[config.mk]
export PLATFORM = sky130hd
export DESIGN_NAME = cfr_core
export DESIGN_NICKNAME = d
export VERILOG_FILES = /design/src/design/cfr_alu.v /design/src/design/cfr_stack.v /design/src/design/cfr_core.v
export VERILOG_INCLUDE_DIRS = /design/src /design/src/design
export SDC_FILE = /design/constraint.sdc
export NUM_CORES = 1
export LEC_CHECK = 0
export BUFFER_PORTS_ARGS = -buffer_cell sky130_fd_sc_hd__buf_2
export CAP_MARGIN = 15
export CORE_MARGIN = 10
export CORE_UTILIZATION = 53
export DETAILED_ROUTE_END_ITERATION = 8
export PLACE_DENSITY = 0.77
export SLEW_MARGIN = 20
export SYNTH_ARGS = -nofsm -noshare
export SYNTH_HDL_FRONTEND = slang
export SYNTH_HIERARCHICAL = 1
export SYNTH_SLANG_ARGS = --single-unit
export TNS_END_PERCENT = 1
[constraint.sdc]
create_clock -name CLK -period 5 [get_ports CLK]
set_input_delay 0 -clock CLK [delete_from_list [all_inputs] [get_ports CLK]]
set_output_delay 0 -clock CLK [all_outputs]
set_load 0.01 [all_outputs]
[src/design/cfr_consts.vh]
`ifndef CFR_CONSTS_VH
`define CFR_CONSTS_VH

// ********************************
// Word widths
// ********************************
`define CFR_INSN_W 12
`define CFR_DATA_W 8
`define CFR_FADDR_W 7
`define CFR_FULL_PC_W 11

// ********************************
// Special register offsets
// ********************************
`define CFR_ADDR_INDIRECT 5'h00
`define CFR_ADDR_TIMER 5'h01
`define CFR_ADDR_PCL 5'h02
`define CFR_ADDR_STATUS 5'h03
`define CFR_ADDR_POINTER 5'h04
`define CFR_ADDR_IO_A 5'h05
`define CFR_ADDR_IO_B 5'h06
`define CFR_ADDR_IO_C 5'h07
`define CFR_SFR_LIMIT 5'h08
`define CFR_BANK_BIT 4

// ********************************
// Flag register fields
// ********************************
`define CFR_ST_C 0
`define CFR_ST_DC 1
`define CFR_ST_Z 2
`define CFR_ST_PD 3
`define CFR_ST_TO 4
`define CFR_ST_PA_LO 5
`define CFR_ST_PA_HI 6

// ********************************
// Reset values
// ********************************
`define CFR_STATUS_POR 8'h18
`define CFR_DIR_RESET 8'hff
`define CFR_OPTION_RESET 6'h3f
`define CFR_DATA_POR 8'h00
`define CFR_DIR_RESET_A 4'hf
`define CFR_NIB_POR 4'h0

// ********************************
// Arithmetic unit operations
// ********************************
`define CFR_ALU_PASS_A 4'h0
`define CFR_ALU_CLR 4'h1
`define CFR_ALU_SUB 4'h2
`define CFR_ALU_DEC 4'h3
`define CFR_ALU_IOR 4'h4
`define CFR_ALU_AND 4'h5
`define CFR_ALU_XOR 4'h6
`define CFR_ALU_ADD 4'h7
`define CFR_ALU_MOVF 4'h8
`define CFR_ALU_COM 4'h9
`define CFR_ALU_INC 4'ha
`define CFR_ALU_DECSZ 4'hb
`define CFR_ALU_RRF 4'hc
`define CFR_ALU_RLF 4'hd
`define CFR_ALU_SWAP 4'he
`define CFR_ALU_INCSZ 4'hf

// ********************************
// Instruction encodings
// ********************************
`define CFR_I_NOP 12'h000
`define CFR_I_OPTION 12'h002
`define CFR_I_SLEEP 12'h003
`define CFR_I_CLRWDT 12'h004
`define CFR_I_CLRW 12'h040
`define CFR_I_PIN_DIRECTION_CONTROL_HI 9'h000
`define CFR_I_MOVWF_HI 7'h01
`define CFR_I_CLRF_HI 7'h03
`define CFR_G_MISC 4'h0
`define CFR_G_BCF 4'h4
`define CFR_G_BSF 4'h5
`define CFR_G_BTFSC 4'h6
`define CFR_G_BTFSS 4'h7
`define CFR_G_RETLW 4'h8
`define CFR_G_CALL 4'h9
`define CFR_G_GOTO_A 4'ha
`define CFR_G_GOTO_B 4'hb
`define CFR_G_MOVLW 4'hc
`define CFR_G_IORLW 4'hd
`define CFR_G_ANDLW 4'he
`define CFR_G_XORLW 4'hf

`endif

[src/design/cfr_alu.v]
`timescale 1ns/1ns
`include "cfr_consts.vh"

// ********************************
// Eight-bit arithmetic unit
// ********************************
module cfr_alu (
    // Operation and operands
    input wire [3:0] op,
    input wire [7:0] a,
    input wire [7:0] b,
    input wire cin,
    // Result and flags
    output reg [7:0] y,
    output reg c,
    output reg dc,
    output reg c_upd,
    output reg dc_upd
);
    wire [8:0] sum = {1'b0, a} + {1'b0, b};
    wire [4:0] nsum = {1'b0, a[3:0]} + {1'b0, b[3:0]};
    // Subtract is b minus a, carry high means no borrow
    wire [8:0] dif = {1'b0, b} + {1'b0, ~a} + 9'h001;
    wire [4:0] ndif = {1'b0, b[3:0]} + {1'b0, ~a[3:0]} + 5'h01;

    always @* begin
        y = a;
        c = 1'b0;
        dc = 1'b0;
        c_upd = 1'b0;
        dc_upd = 1'b0;
        case (op)
            `CFR_ALU_PASS_A: y = a;
            `CFR_ALU_CLR: y = 8'h00;
            `CFR_ALU_SUB: begin
                y = dif[7:0];
                c = dif[8];
                dc = ndif[4];
                c_upd = 1'b1;
                dc_upd = 1'b1;
            end
            `CFR_ALU_DEC, `CFR_ALU_DECSZ: y = b - 8'h01;
            `CFR_ALU_IOR: y = a | b;
            `CFR_ALU_AND: y = a & b;
            `CFR_ALU_XOR: y = a ^ b;
            `CFR_ALU_ADD: begin
                y = sum[7:0];
                c = sum[8];
                dc = nsum[4];
                c_upd = 1'b1;
                dc_upd = 1'b1;
            end
            `CFR_ALU_MOVF: y = b;
            `CFR_ALU_COM: y = ~b;
            `CFR_ALU_INC, `CFR_ALU_INCSZ: y = b + 8'h01;
            `CFR_ALU_RRF: begin
                y = {cin, b[7:1]};
                c = b[0];
                c_upd = 1'b1;
            end
            `CFR_ALU_RLF: begin
                y = {b[6:0], cin};
                c = b[7];
                c_upd = 1'b1;
            end
            `CFR_ALU_SWAP: y = {b[3:0], b[7:4]};
            default: y = a;
        endcase
    end
endmodule

[src/design/cfr_stack.v]
`timescale 1ns/1ns

// ********************************
// Two-level return stack
// ********************************
module cfr_stack #(
    parameter WIDTH = 11
) (
    // Clock and reset
    input wire clk,
    input wire rst_b,
    // Push and pop
    input wire push,
    input wire pop,
    input wire [WIDTH-1:0] din,
    output wire [WIDTH-1:0] top
);
    reg [WIDTH-1:0] lvl [0:1];

    assign top = lvl[0];

    // Overflow drops the oldest entry; underflow repeats the deepest one
    always @(posedge clk) begin
        if (!rst_b) begin
            lvl[0] <= {WIDTH{1'b0}};
            lvl[1] <= {WIDTH{1'b0}};
        end else if (push) begin
            lvl[1] <= lvl[0];
            lvl[0] <= din;
        end else if (pop) begin
            lvl[0] <= lvl[1];
        end
    end
endmodule

[src/design/cfr_core.v]
`timescale 1ns/1ns
`include "cfr_consts.vh"

module cfr_core #(
    parameter PC_WIDTH = 11,
    parameter BANKED = 1,
    parameter HAS_PORT_C = 1
) (
    // Clock and power-on reset
    input wire CLK,
    input wire RST_B,
    // Warm reset sources
    input wire EXTERNAL_CLEAR_INPUT_B,
    input wire WATCHDOG_RESET,
    // Program bus
    output wire [PC_WIDTH-1:0] PROG_ADDR,
    input wire [11:0] PROG_DATA,
    // Data register file
    output reg [6:0] DATA_ADDR,
    input wire [7:0] DATA_RDATA,
    output reg [6:0] DATA_WADDR,
    output reg [7:0] DATA_WDATA,
    output reg DATA_WE,
    // Port latches and directions
    output reg [3:0] IO_BANK_A_LATCH,
    output reg [7:0] IO_BANK_B_LATCH,
    output reg [7:0] IO_BANK_C_LATCH,
    output reg [3:0] PIN_DIRECTION_A,
    output reg [7:0] PIN_DIRECTION_B,
    output reg [7:0] PIN_DIRECTION_C,
    // Core state
    output reg [7:0] WORKING_ACCUMULATOR,
    output reg [7:0] STATUS_FLAGS,
    output reg [7:0] TIMER_COUNT_VALUE,
    output reg [5:0] PRESCALER_TIMER_CONFIG,
    output reg WATCHDOG_CLEAR,
    output reg SLEEP_REQUEST
);
    // ********************************
    // State
    // ********************************
    reg [PC_WIDTH-1:0] program_counter;
    reg [11:0] ir;
    reg [7:0] indirect_pointer;
    reg clr_meta;
    reg clr_sync;

    wire [7:0] w = WORKING_ACCUMULATOR;
    wire [7:0] status = STATUS_FLAGS;
    wire [1:0] page = status[`CFR_ST_PA_HI:`CFR_ST_PA_LO];
    wire warm = !clr_sync || WATCHDOG_RESET;

    assign PROG_ADDR = program_counter;

    // ********************************
    // Helpers
    // ********************************
    // Pointer as software sees it: unused upper bits read as ones
    function [7:0] ptr_view;
        input [7:0] p;
        begin
            if (BANKED != 0)
                ptr_view = {1'b1, p[6:0]};
            else
                ptr_view = {3'h7, p[4:0]};
        end
    endfunction

    // File address of an instruction, indirect through address zero
    function [6:0] eff_addr;
        input [11:0] ins;
        input [7:0] p;
        begin
            if (ins[4:0] == `CFR_ADDR_INDIRECT)
                eff_addr = (BANKED != 0) ? p[6:0] : {2'h0, p[4:0]};
            else if (BANKED != 0 && ins[`CFR_BANK_BIT])
                eff_addr = {p[6:5], ins[4:0]};
            else
                eff_addr = {2'h0, ins[4:0]};
        end
    endfunction

    function is_sfr;
        input [6:0] a;
        begin
            is_sfr = (a[4:0] < `CFR_SFR_LIMIT) &&
                !(HAS_PORT_C == 0 && a[4:0] == `CFR_ADDR_IO_C);
        end
    endfunction

    // ********************************
    // Arithmetic unit and stack
    // ********************************
    reg [3:0] alu_op;
    reg [7:0] alu_a;
    reg [7:0] rd_f;
    wire [7:0] res;
    wire alu_c;
    wire alu_dc;
    wire c_upd;
    wire dc_upd;
    reg push;
    reg pop;
    wire [PC_WIDTH-1:0] stack_top;

    cfr_alu u_alu (
        .op(alu_op),
        .a(alu_a),
        .b(rd_f),
        .cin(status[`CFR_ST_C]),
        .y(res),
        .c(alu_c),
        .dc(alu_dc),
        .c_upd(c_upd),
        .dc_upd(dc_upd)
    );

    cfr_stack #(.WIDTH(PC_WIDTH)) u_stack (
        .clk(CLK),
        .rst_b(RST_B),
        .push(push),
        .pop(pop),
        .din(program_counter),
        .top(stack_top)
    );

    // ********************************
    // Decode and execute
    // ********************************
    reg [7:0] mask;
    reg z_en;
    reg to_w;
    reg to_f;
    reg skip;
    reg skip_zero;
    reg do_goto;
    reg do_call;
    reg do_option;
    reg do_pin_direction_control;
    reg do_sleep;
    reg do_clrwdt;
    reg [10:0] tgt;
    reg [PC_WIDTH-1:0] next_pc;
    reg [11:0] next_ir;
    reg [7:0] next_w;
    reg [7:0] next_status;
    reg [7:0] next_ptr;
    reg [7:0] next_tmr;
    reg [3:0] next_lat_a;
    reg [7:0] next_lat_b;
    reg [7:0] next_lat_c;
    reg [3:0] next_dir_a;
    reg [7:0] next_dir_b;
    reg [7:0] next_dir_c;
    reg [5:0] next_opt;
    reg next_we;

    always @* begin
        // Pending write to the same file is forwarded, the file has not taken it yet
        if (is_sfr(DATA_ADDR)) begin
            case (DATA_ADDR[4:0])
                `CFR_ADDR_TIMER: rd_f = TIMER_COUNT_VALUE;
                `CFR_ADDR_PCL: rd_f = program_counter[7:0];
                `CFR_ADDR_STATUS: rd_f = status;
                `CFR_ADDR_POINTER: rd_f = ptr_view(indirect_pointer);
                `CFR_ADDR_IO_A: rd_f = {4'h0, IO_BANK_A_LATCH};
                `CFR_ADDR_IO_B: rd_f = IO_BANK_B_LATCH;
                `CFR_ADDR_IO_C: rd_f = IO_BANK_C_LATCH;
                default: rd_f = 8'h00;
            endcase
        end else if (DATA_WE && DATA_WADDR == DATA_ADDR) begin
            rd_f = DATA_WDATA;
        end else begin
            rd_f = DATA_RDATA;
        end
    end

    always @* begin
        mask = 8'h01 << ir[7:5];
        alu_op = `CFR_ALU_PASS_A;
        alu_a = w;
        z_en = 1'b0;
        to_w = 1'b0;
        to_f = 1'b0;
        skip = 1'b0;
        skip_zero = 1'b0;
        do_goto = 1'b0;
        do_call = 1'b0;
        pop = 1'b0;
        do_option = 1'b0;
        do_pin_direction_control = 1'b0;
        do_sleep = 1'b0;
        do_clrwdt = 1'b0;
        if (ir[11:10] == 2'h0 && ir[9:6] >= `CFR_ALU_SUB) begin
            alu_op = ir[9:6];
            to_w = !ir[5];
            to_f = ir[5];
            skip_zero = (ir[9:6] == `CFR_ALU_DECSZ) || (ir[9:6] == `CFR_ALU_INCSZ);
            z_en = !skip_zero && ir[9:6] != `CFR_ALU_RRF &&
                ir[9:6] != `CFR_ALU_RLF && ir[9:6] != `CFR_ALU_SWAP;
        end else begin
            case (ir[11:8])
                `CFR_G_MISC: begin
                    if (ir == `CFR_I_OPTION) begin
                        do_option = 1'b1;
                    end else if (ir == `CFR_I_SLEEP) begin
                        do_sleep = 1'b1;
                    end else if (ir == `CFR_I_CLRWDT) begin
                        do_clrwdt = 1'b1;
                    end else if (ir[11:3] == `CFR_I_PIN_DIRECTION_CONTROL_HI) begin
                        do_pin_direction_control = 1'b1;
                    end else if (ir[11:5] == `CFR_I_MOVWF_HI) begin
                        to_f = 1'b1;
                    end else if (ir == `CFR_I_CLRW || ir[11:5] == `CFR_I_CLRF_HI) begin
                        alu_op = `CFR_ALU_CLR;
                        to_w = (ir == `CFR_I_CLRW);
                        to_f = (ir != `CFR_I_CLRW);
                        z_en = 1'b1;
                    end
                end
                `CFR_G_BCF: begin
                    alu_a = ~mask;
                    alu_op = `CFR_ALU_AND;
                    to_f = 1'b1;
                end
                `CFR_G_BSF: begin
                    alu_a = mask;
                    alu_op = `CFR_ALU_IOR;
                    to_f = 1'b1;
                end
                `CFR_G_BTFSC: skip = (rd_f & mask) == 8'h00;
                `CFR_G_BTFSS: skip = (rd_f & mask) != 8'h00;
                `CFR_G_RETLW: begin
                    alu_a = ir[7:0];
                    to_w = 1'b1;
                    pop = 1'b1;
                end
                `CFR_G_CALL: do_call = 1'b1;
                `CFR_G_GOTO_A, `CFR_G_GOTO_B: do_goto = 1'b1;
                `CFR_G_MOVLW: begin
                    alu_a = ir[7:0];
                    to_w = 1'b1;
                end
                default: begin
                    alu_a = ir[7:0];
                    alu_op = (ir[11:8] == `CFR_G_IORLW) ? `CFR_ALU_IOR :
                        (ir[11:8] == `CFR_G_ANDLW) ? `CFR_ALU_AND : `CFR_ALU_XOR;
                    to_w = 1'b1;
                    z_en = 1'b1;
                end
            endcase
        end
        if (skip_zero)
            skip = (res == 8'h00);
        push = do_call;

        // Register writes
        next_w = to_w ? res : w;
        next_status = status;
        next_ptr = indirect_pointer;
        next_tmr = TIMER_COUNT_VALUE;
        next_lat_a = IO_BANK_A_LATCH;
        next_lat_b = IO_BANK_B_LATCH;
        next_lat_c = IO_BANK_C_LATCH;
        next_we = 1'b0;
        if (to_f && is_sfr(DATA_ADDR)) begin
            case (DATA_ADDR[4:0])
                `CFR_ADDR_TIMER: next_tmr = res;
                // Power-down and time-out bits are not writable
                `CFR_ADDR_STATUS: next_status = {res[7:`CFR_ST_PA_LO],
                    status[`CFR_ST_TO:`CFR_ST_PD], res[`CFR_ST_Z:`CFR_ST_C]};
                `CFR_ADDR_POINTER: next_ptr = res;
                `CFR_ADDR_IO_A: next_lat_a = res[3:0];
                `CFR_ADDR_IO_B: next_lat_b = res;
                `CFR_ADDR_IO_C: next_lat_c = res;
                default: next_we = 1'b0;
            endcase
        end else if (to_f) begin
            next_we = 1'b1;
        end
        if (c_upd)
            next_status[`CFR_ST_C] = alu_c;
        if (dc_upd)
            next_status[`CFR_ST_DC] = alu_dc;
        if (z_en)
            next_status[`CFR_ST_Z] = (res == 8'h00);
        if (do_sleep) begin
            next_status[`CFR_ST_PD] = 1'b0;
            next_status[`CFR_ST_TO] = 1'b1;
        end
        if (do_clrwdt) begin
            next_status[`CFR_ST_PD] = 1'b1;
            next_status[`CFR_ST_TO] = 1'b1;
        end

        next_opt = do_option ? w[5:0] : PRESCALER_TIMER_CONFIG;
        next_dir_a = PIN_DIRECTION_A;
        next_dir_b = PIN_DIRECTION_B;
        next_dir_c = PIN_DIRECTION_C;
        if (do_pin_direction_control) begin
            if (ir[4:0] == `CFR_ADDR_IO_A)
                next_dir_a = w[3:0];
            if (ir[4:0] == `CFR_ADDR_IO_B)
                next_dir_b = w;
            if (ir[4:0] == `CFR_ADDR_IO_C && HAS_PORT_C != 0)
                next_dir_c = w;
        end

        // Program flow: page bits form the upper counter bits
        if (do_goto)
            tgt = {page, ir[8:0]};
        else if (do_call)
            tgt = {page, 1'b0, ir[7:0]};
        else
            tgt = {page, 1'b0, res};
        if (pop) begin
            next_pc = stack_top;
            next_ir = `CFR_I_NOP;
        end else if (do_goto || do_call ||
                (to_f && is_sfr(DATA_ADDR) && DATA_ADDR[4:0] == `CFR_ADDR_PCL)) begin
            // Upper bits beyond the implemented counter are dropped
            next_pc = tgt[PC_WIDTH-1:0];
            next_ir = `CFR_I_NOP;
        end else if (skip) begin
            next_pc = program_counter + {{(PC_WIDTH-1){1'b0}}, 1'b1};
            next_ir = `CFR_I_NOP;
        end else begin
            // Counter rolls over from the last word to zero
            next_pc = program_counter + {{(PC_WIDTH-1){1'b0}}, 1'b1};
            next_ir = PROG_DATA;
        end
    end

    // ********************************
    // Registers
    // ********************************
    // External clear is a pin, so it is synchronised first
    always @(posedge CLK) begin
        if (!RST_B) begin
            clr_meta <= 1'b1;
            clr_sync <= 1'b1;
        end else begin
            clr_meta <= EXTERNAL_CLEAR_INPUT_B;
            clr_sync <= clr_meta;
        end
    end

    always @(posedge CLK) begin
        if (!RST_B) begin
            program_counter <= {PC_WIDTH{1'b1}};
            ir <= `CFR_I_NOP;
            STATUS_FLAGS <= `CFR_STATUS_POR;
            PRESCALER_TIMER_CONFIG <= `CFR_OPTION_RESET;
            PIN_DIRECTION_A <= `CFR_DIR_RESET_A;
            PIN_DIRECTION_B <= `CFR_DIR_RESET;
            PIN_DIRECTION_C <= `CFR_DIR_RESET;
            // Undefined at power-on; zero keeps simulation clean
            WORKING_ACCUMULATOR <= `CFR_DATA_POR;
            indirect_pointer <= `CFR_DATA_POR;
            TIMER_COUNT_VALUE <= `CFR_DATA_POR;
            IO_BANK_A_LATCH <= `CFR_NIB_POR;
            IO_BANK_B_LATCH <= `CFR_DATA_POR;
            IO_BANK_C_LATCH <= `CFR_DATA_POR;
            DATA_ADDR <= 7'h00;
            DATA_WADDR <= 7'h00;
            DATA_WDATA <= 8'h00;
            DATA_WE <= 1'b0;
            WATCHDOG_CLEAR <= 1'b0;
            SLEEP_REQUEST <= 1'b0;
        end else if (warm) begin
            // Data registers and the accumulator are left alone
            program_counter <= {PC_WIDTH{1'b1}};
            ir <= `CFR_I_NOP;
            STATUS_FLAGS <= {3'h0,
                WATCHDOG_RESET ? 1'b0 : status[`CFR_ST_TO],
                status[`CFR_ST_PD], status[`CFR_ST_Z:`CFR_ST_C]};
            PRESCALER_TIMER_CONFIG <= `CFR_OPTION_RESET;
            PIN_DIRECTION_A <= `CFR_DIR_RESET_A;
            PIN_DIRECTION_B <= `CFR_DIR_RESET;
            PIN_DIRECTION_C <= `CFR_DIR_RESET;
            DATA_WE <= 1'b0;
            WATCHDOG_CLEAR <= 1'b0;
            SLEEP_REQUEST <= 1'b0;
        end else begin
            program_counter <= next_pc;
            ir <= next_ir;
            WORKING_ACCUMULATOR <= next_w;
            STATUS_FLAGS <= next_status;
            indirect_pointer <= next_ptr;
            TIMER_COUNT_VALUE <= next_tmr;
            IO_BANK_A_LATCH <= next_lat_a;
            IO_BANK_B_LATCH <= next_lat_b;
            IO_BANK_C_LATCH <= next_lat_c;
            PRESCALER_TIMER_CONFIG <= next_opt;
            PIN_DIRECTION_A <= next_dir_a;
            PIN_DIRECTION_B <= next_dir_b;
            PIN_DIRECTION_C <= next_dir_c;
            // Address of the next operand uses the pointer as this cycle leaves it
            DATA_ADDR <= eff_addr(next_ir, ptr_view(next_ptr));
            DATA_WADDR <= DATA_ADDR;
            DATA_WDATA <= res;
            DATA_WE <= next_we;
            WATCHDOG_CLEAR <= do_clrwdt;
            SLEEP_REQUEST <= do_sleep;
        end
    end
endmodule

==> metrics <==
status finished, final reports clean; CTS Sinks 149; Reg-to-Reg End DATA_ADDR[4]; area growth from synthesis to layout 26.3%; count of cell types in the netlist 90; placed insts 1614; vias per cell 6.13; FF-to-FF Start DATA_ADDR[1]; Data required, critical path ~5.3 ns; DP HPWL approximately 27000 µm; die area 0.0242 mm²; syn avg cell area 8.08 µm²; commonest non-fill, non-tap cell in the layout nand2_1; std cell rows slightly below 50; fin crit share 97.6%; post-route insts no fill roughly 1700; Routed wire per std cell 21.9 µm; I/O pins 130; CP Class reg -> reg; Routed Wire Length 36600 µm; Final Max Tran Viols 0; DP Area 0.0113 mm²; Worst-Skew Late Latency 0.44 ns; CP arrival 5.19 ns; vias in the first global route a little under 10000; largest net degree at the start of global routing 58; antenna viol nets, final 0; Crit Path Max Fanout 13; Max-slew headroom a little under a third; class of the worst hold path in -> reg; Synth area leaders dfxtp_1 (26%), nand2_1 (7.5%), edfxtp_1 (6.8%); Final Skew about 0.016 ns; drt initial violations 1022; Final Power 3.72 mW; Initial Util 54.1%; most frequent cells in the layout nand2_1 (193), buf_4 (147), buf_2 (129), dfxtp_1 (119), nor2_1 (73); Worst Reg-to-Reg Cells 22; FF-to-FF setup slack 0.12 ns; clk slew on worst S/H paths 0.07 ns; TritonCTS Buffers 17; Root Buffer clkbuf_16; worst vdd ir between 0.0002 and 0.0003 V; Finished Cell Area approximately 0.012 mm²; GRT Overall Usage slightly below 30%; number of synthesized flops with an enable pin 22; via count between 10000 and 15000; warning count from the yosys run 6; critical path startpoint DATA_ADDR[1]; Syn Inst Count 1207; share of layout cells above drive strength 1 29.0%; asr flop ratio synth 0%; Synth top area share between 20% and 30%; initial antenna violation count 0; DRT Pass-1 Iters 5; power per cell area 302 mW/mm²; GR Overflow Total 0; LEAKAGE about 5.2 nW; fillers 1534; CTS tree done; Worst Setup EP DATA_ADDR[4]; gpl congestion slightly above 1; Final min period 4.88 ns; Slew @ Worst Pin 1.03 ns; Post-Synthesis Cell Area 0.00975 mm²; diode count 0; Crit. End Element flop; clk buf depth 2; Fmax around 200 MHz; Post-route DRC 0; CP Launch Type flop; Top FF cell, synth dfxtp_1; global-route wire length before repair between 50000 and 60000 µm; total of max-cap violations 0; Die Span X 156 µm; Hold Fails Final Rpt 0; H-tree levels 4; die height 156 µm; Seq/Total Area, Yosys 32.8%; Synth Register Bits 149; Synth Net Count 1259; Nets ~1500; CORE AREA 0.0180 mm²; I/O Buffers 129; Yosys top cell by area dfxtp_1; Final Setup Violations 0
cell families after synthesis:
kind of cell | count (synthesis) | synth area share, %
compound gates | 285 | 20.0
xor+xnor | 37 | 3.48
fa+ha+maj | 28 | 3.75
buf+inv | 132 | 6.18
flops | 149 | 32.8
mux | 82 | 8.98
simple gates | 494 | 24.8
synth_stat cells, drive strengths merged (3+ instances only):
library cell	n
nand2	195
dfxtp	127
nor2	82
nand3	68
o21ai	67
mux2i	62
clkbuf	50
a21oi	43
inv	42
buf	39
a21boi	38
nor2b	32
ha	26
xnor2	26
and3	25
edfxtp	22
nand2b	19
nor3	19
mux2	18
o22ai	16
a22oi	15
a31oi	13
and2	13
o211ai	13
xor2	11
nand4	10
nor4	9
a21o	8
a211oi	7
a221oi	7
or3	7
o221ai	6
o31ai	6
a32o	4
or2	4
a2111oi	3
a311oi	3
nand3b	3
o21a	3
o21ba	3
o22a	3
o2bb2ai	3
o32ai	3
area by class of cell:
class | count | area (µm²) | share of cell area [%]
inverter | 42 | 158 | 1.28
tap | 229 | 287 | 2.33
multi-input combinational | 926 | 6170 | 50.1
sequential | 149 | 3220 | 26.2
timing repair buffer | 294 | 1930 | 15.7
clock inverter | 13 | 113 | 0.914
clock buffer | 18 | 439 | 3.56
routing by layer:
layer | up-vias | track usage, % | wire [µm]
li1 | 4730 | - | -
met1 | 4875 | 36.8 | 15100
met2 | 551 | 47.0 | 17000
met3 | 94 | 6.23 | 3110
met4 | 0 | 11.9 | 1330
met5 | - | 0 | 0
metrics by stage:
step | util (%) | worst slack, ns | hold WS, ns | TNS (ns)
5_1_grt | 68.4 | -0.0287 | 0.134 | -0.0548
4_1_cts | 66.9 | 0.0294 | 0.106 | 0
2_1_floorplan | - | 0.00455 | 0.101 | 0
6_report | 68.4 | 0.121 | 0.110 | 0
3_5_place_dp | 62.8 | -0.216 | 0.186 | -2.15
3_3_place_gp | 62.8 | -0.125 | 0.183 | -0.683
critical path, cell delays in order, from the launching register on:
cell       delay, ns
dfxtp_4         0.39
buf_4           0.16
mux2_1          0.33
a221oi_2        0.26
nor2_1          0.15
nand2_1         0.10
o21ai_1         0.10
buf_4           0.22
ha_1            0.19
o21ba_1         0.29
o21ai_2         0.10
a2111oi_2       0.36
o21ai_0         0.16
o31a_1          0.13
a31oi_2         0.25
nor4_1          0.09
nand2_1         0.13
o31a_1          0.15
nor2_1          0.04
or4_4           0.55
nor2_4          0.20
a211oi_1        0.11
a221o_1         0.29
repair_timing:
item | in CTS | in global routing
buffers inserted | 4 | 8
pin swaps | 1 | 9
endpoints found under the hold margin | 19 | 0
setup endpoints to repair | 18 | 19
gates resized for setup | 7 | 58
hold buffers | 14 | 0
worst min-delay path by stage:
stage,start,end,cells past startpoint
6_report,RST_B,clr_meta,3
5_1_grt,RST_B,clr_meta,3
4_1_cts,RST_B,clr_meta,3
3_5_place_dp,EXTERNAL_CLEAR_INPUT_B,clr_meta,2
3_3_place_gp,EXTERNAL_CLEAR_INPUT_B,clr_meta,2
2_1_floorplan,EXTERNAL_CLEAR_INPUT_B,clr_meta,1
flip-flops by register name (all words and copies together) (netlist names), 4 cells and up:
name and flops:
indirect_pointer 7, PRESCALER_TIMER_CONFIG 6, PIN_DIRECTION_A 4, IO_BANK_A_LATCH 4, IO_BANK_B_LATCH 8, DATA_ADDR 7, STATUS_FLAGS 8, DATA_WDATA 8
PIN_DIRECTION_C 8, TIMER_COUNT_VALUE 8, u_stack/lvl 22, IO_BANK_C_LATCH 8, PIN_DIRECTION_B 8, PROG_ADDR 11, WORKING_ACCUMULATOR 8, DATA_WADDR 7
ir 12
report_power, final:
part           switching, mW  total [mW]  internal [mW]
clock network          0.569        1.23          0.662
registers             0.0591        1.31           1.26
logic                  0.692        1.18          0.485
Power figures use the tool's default switching activity.
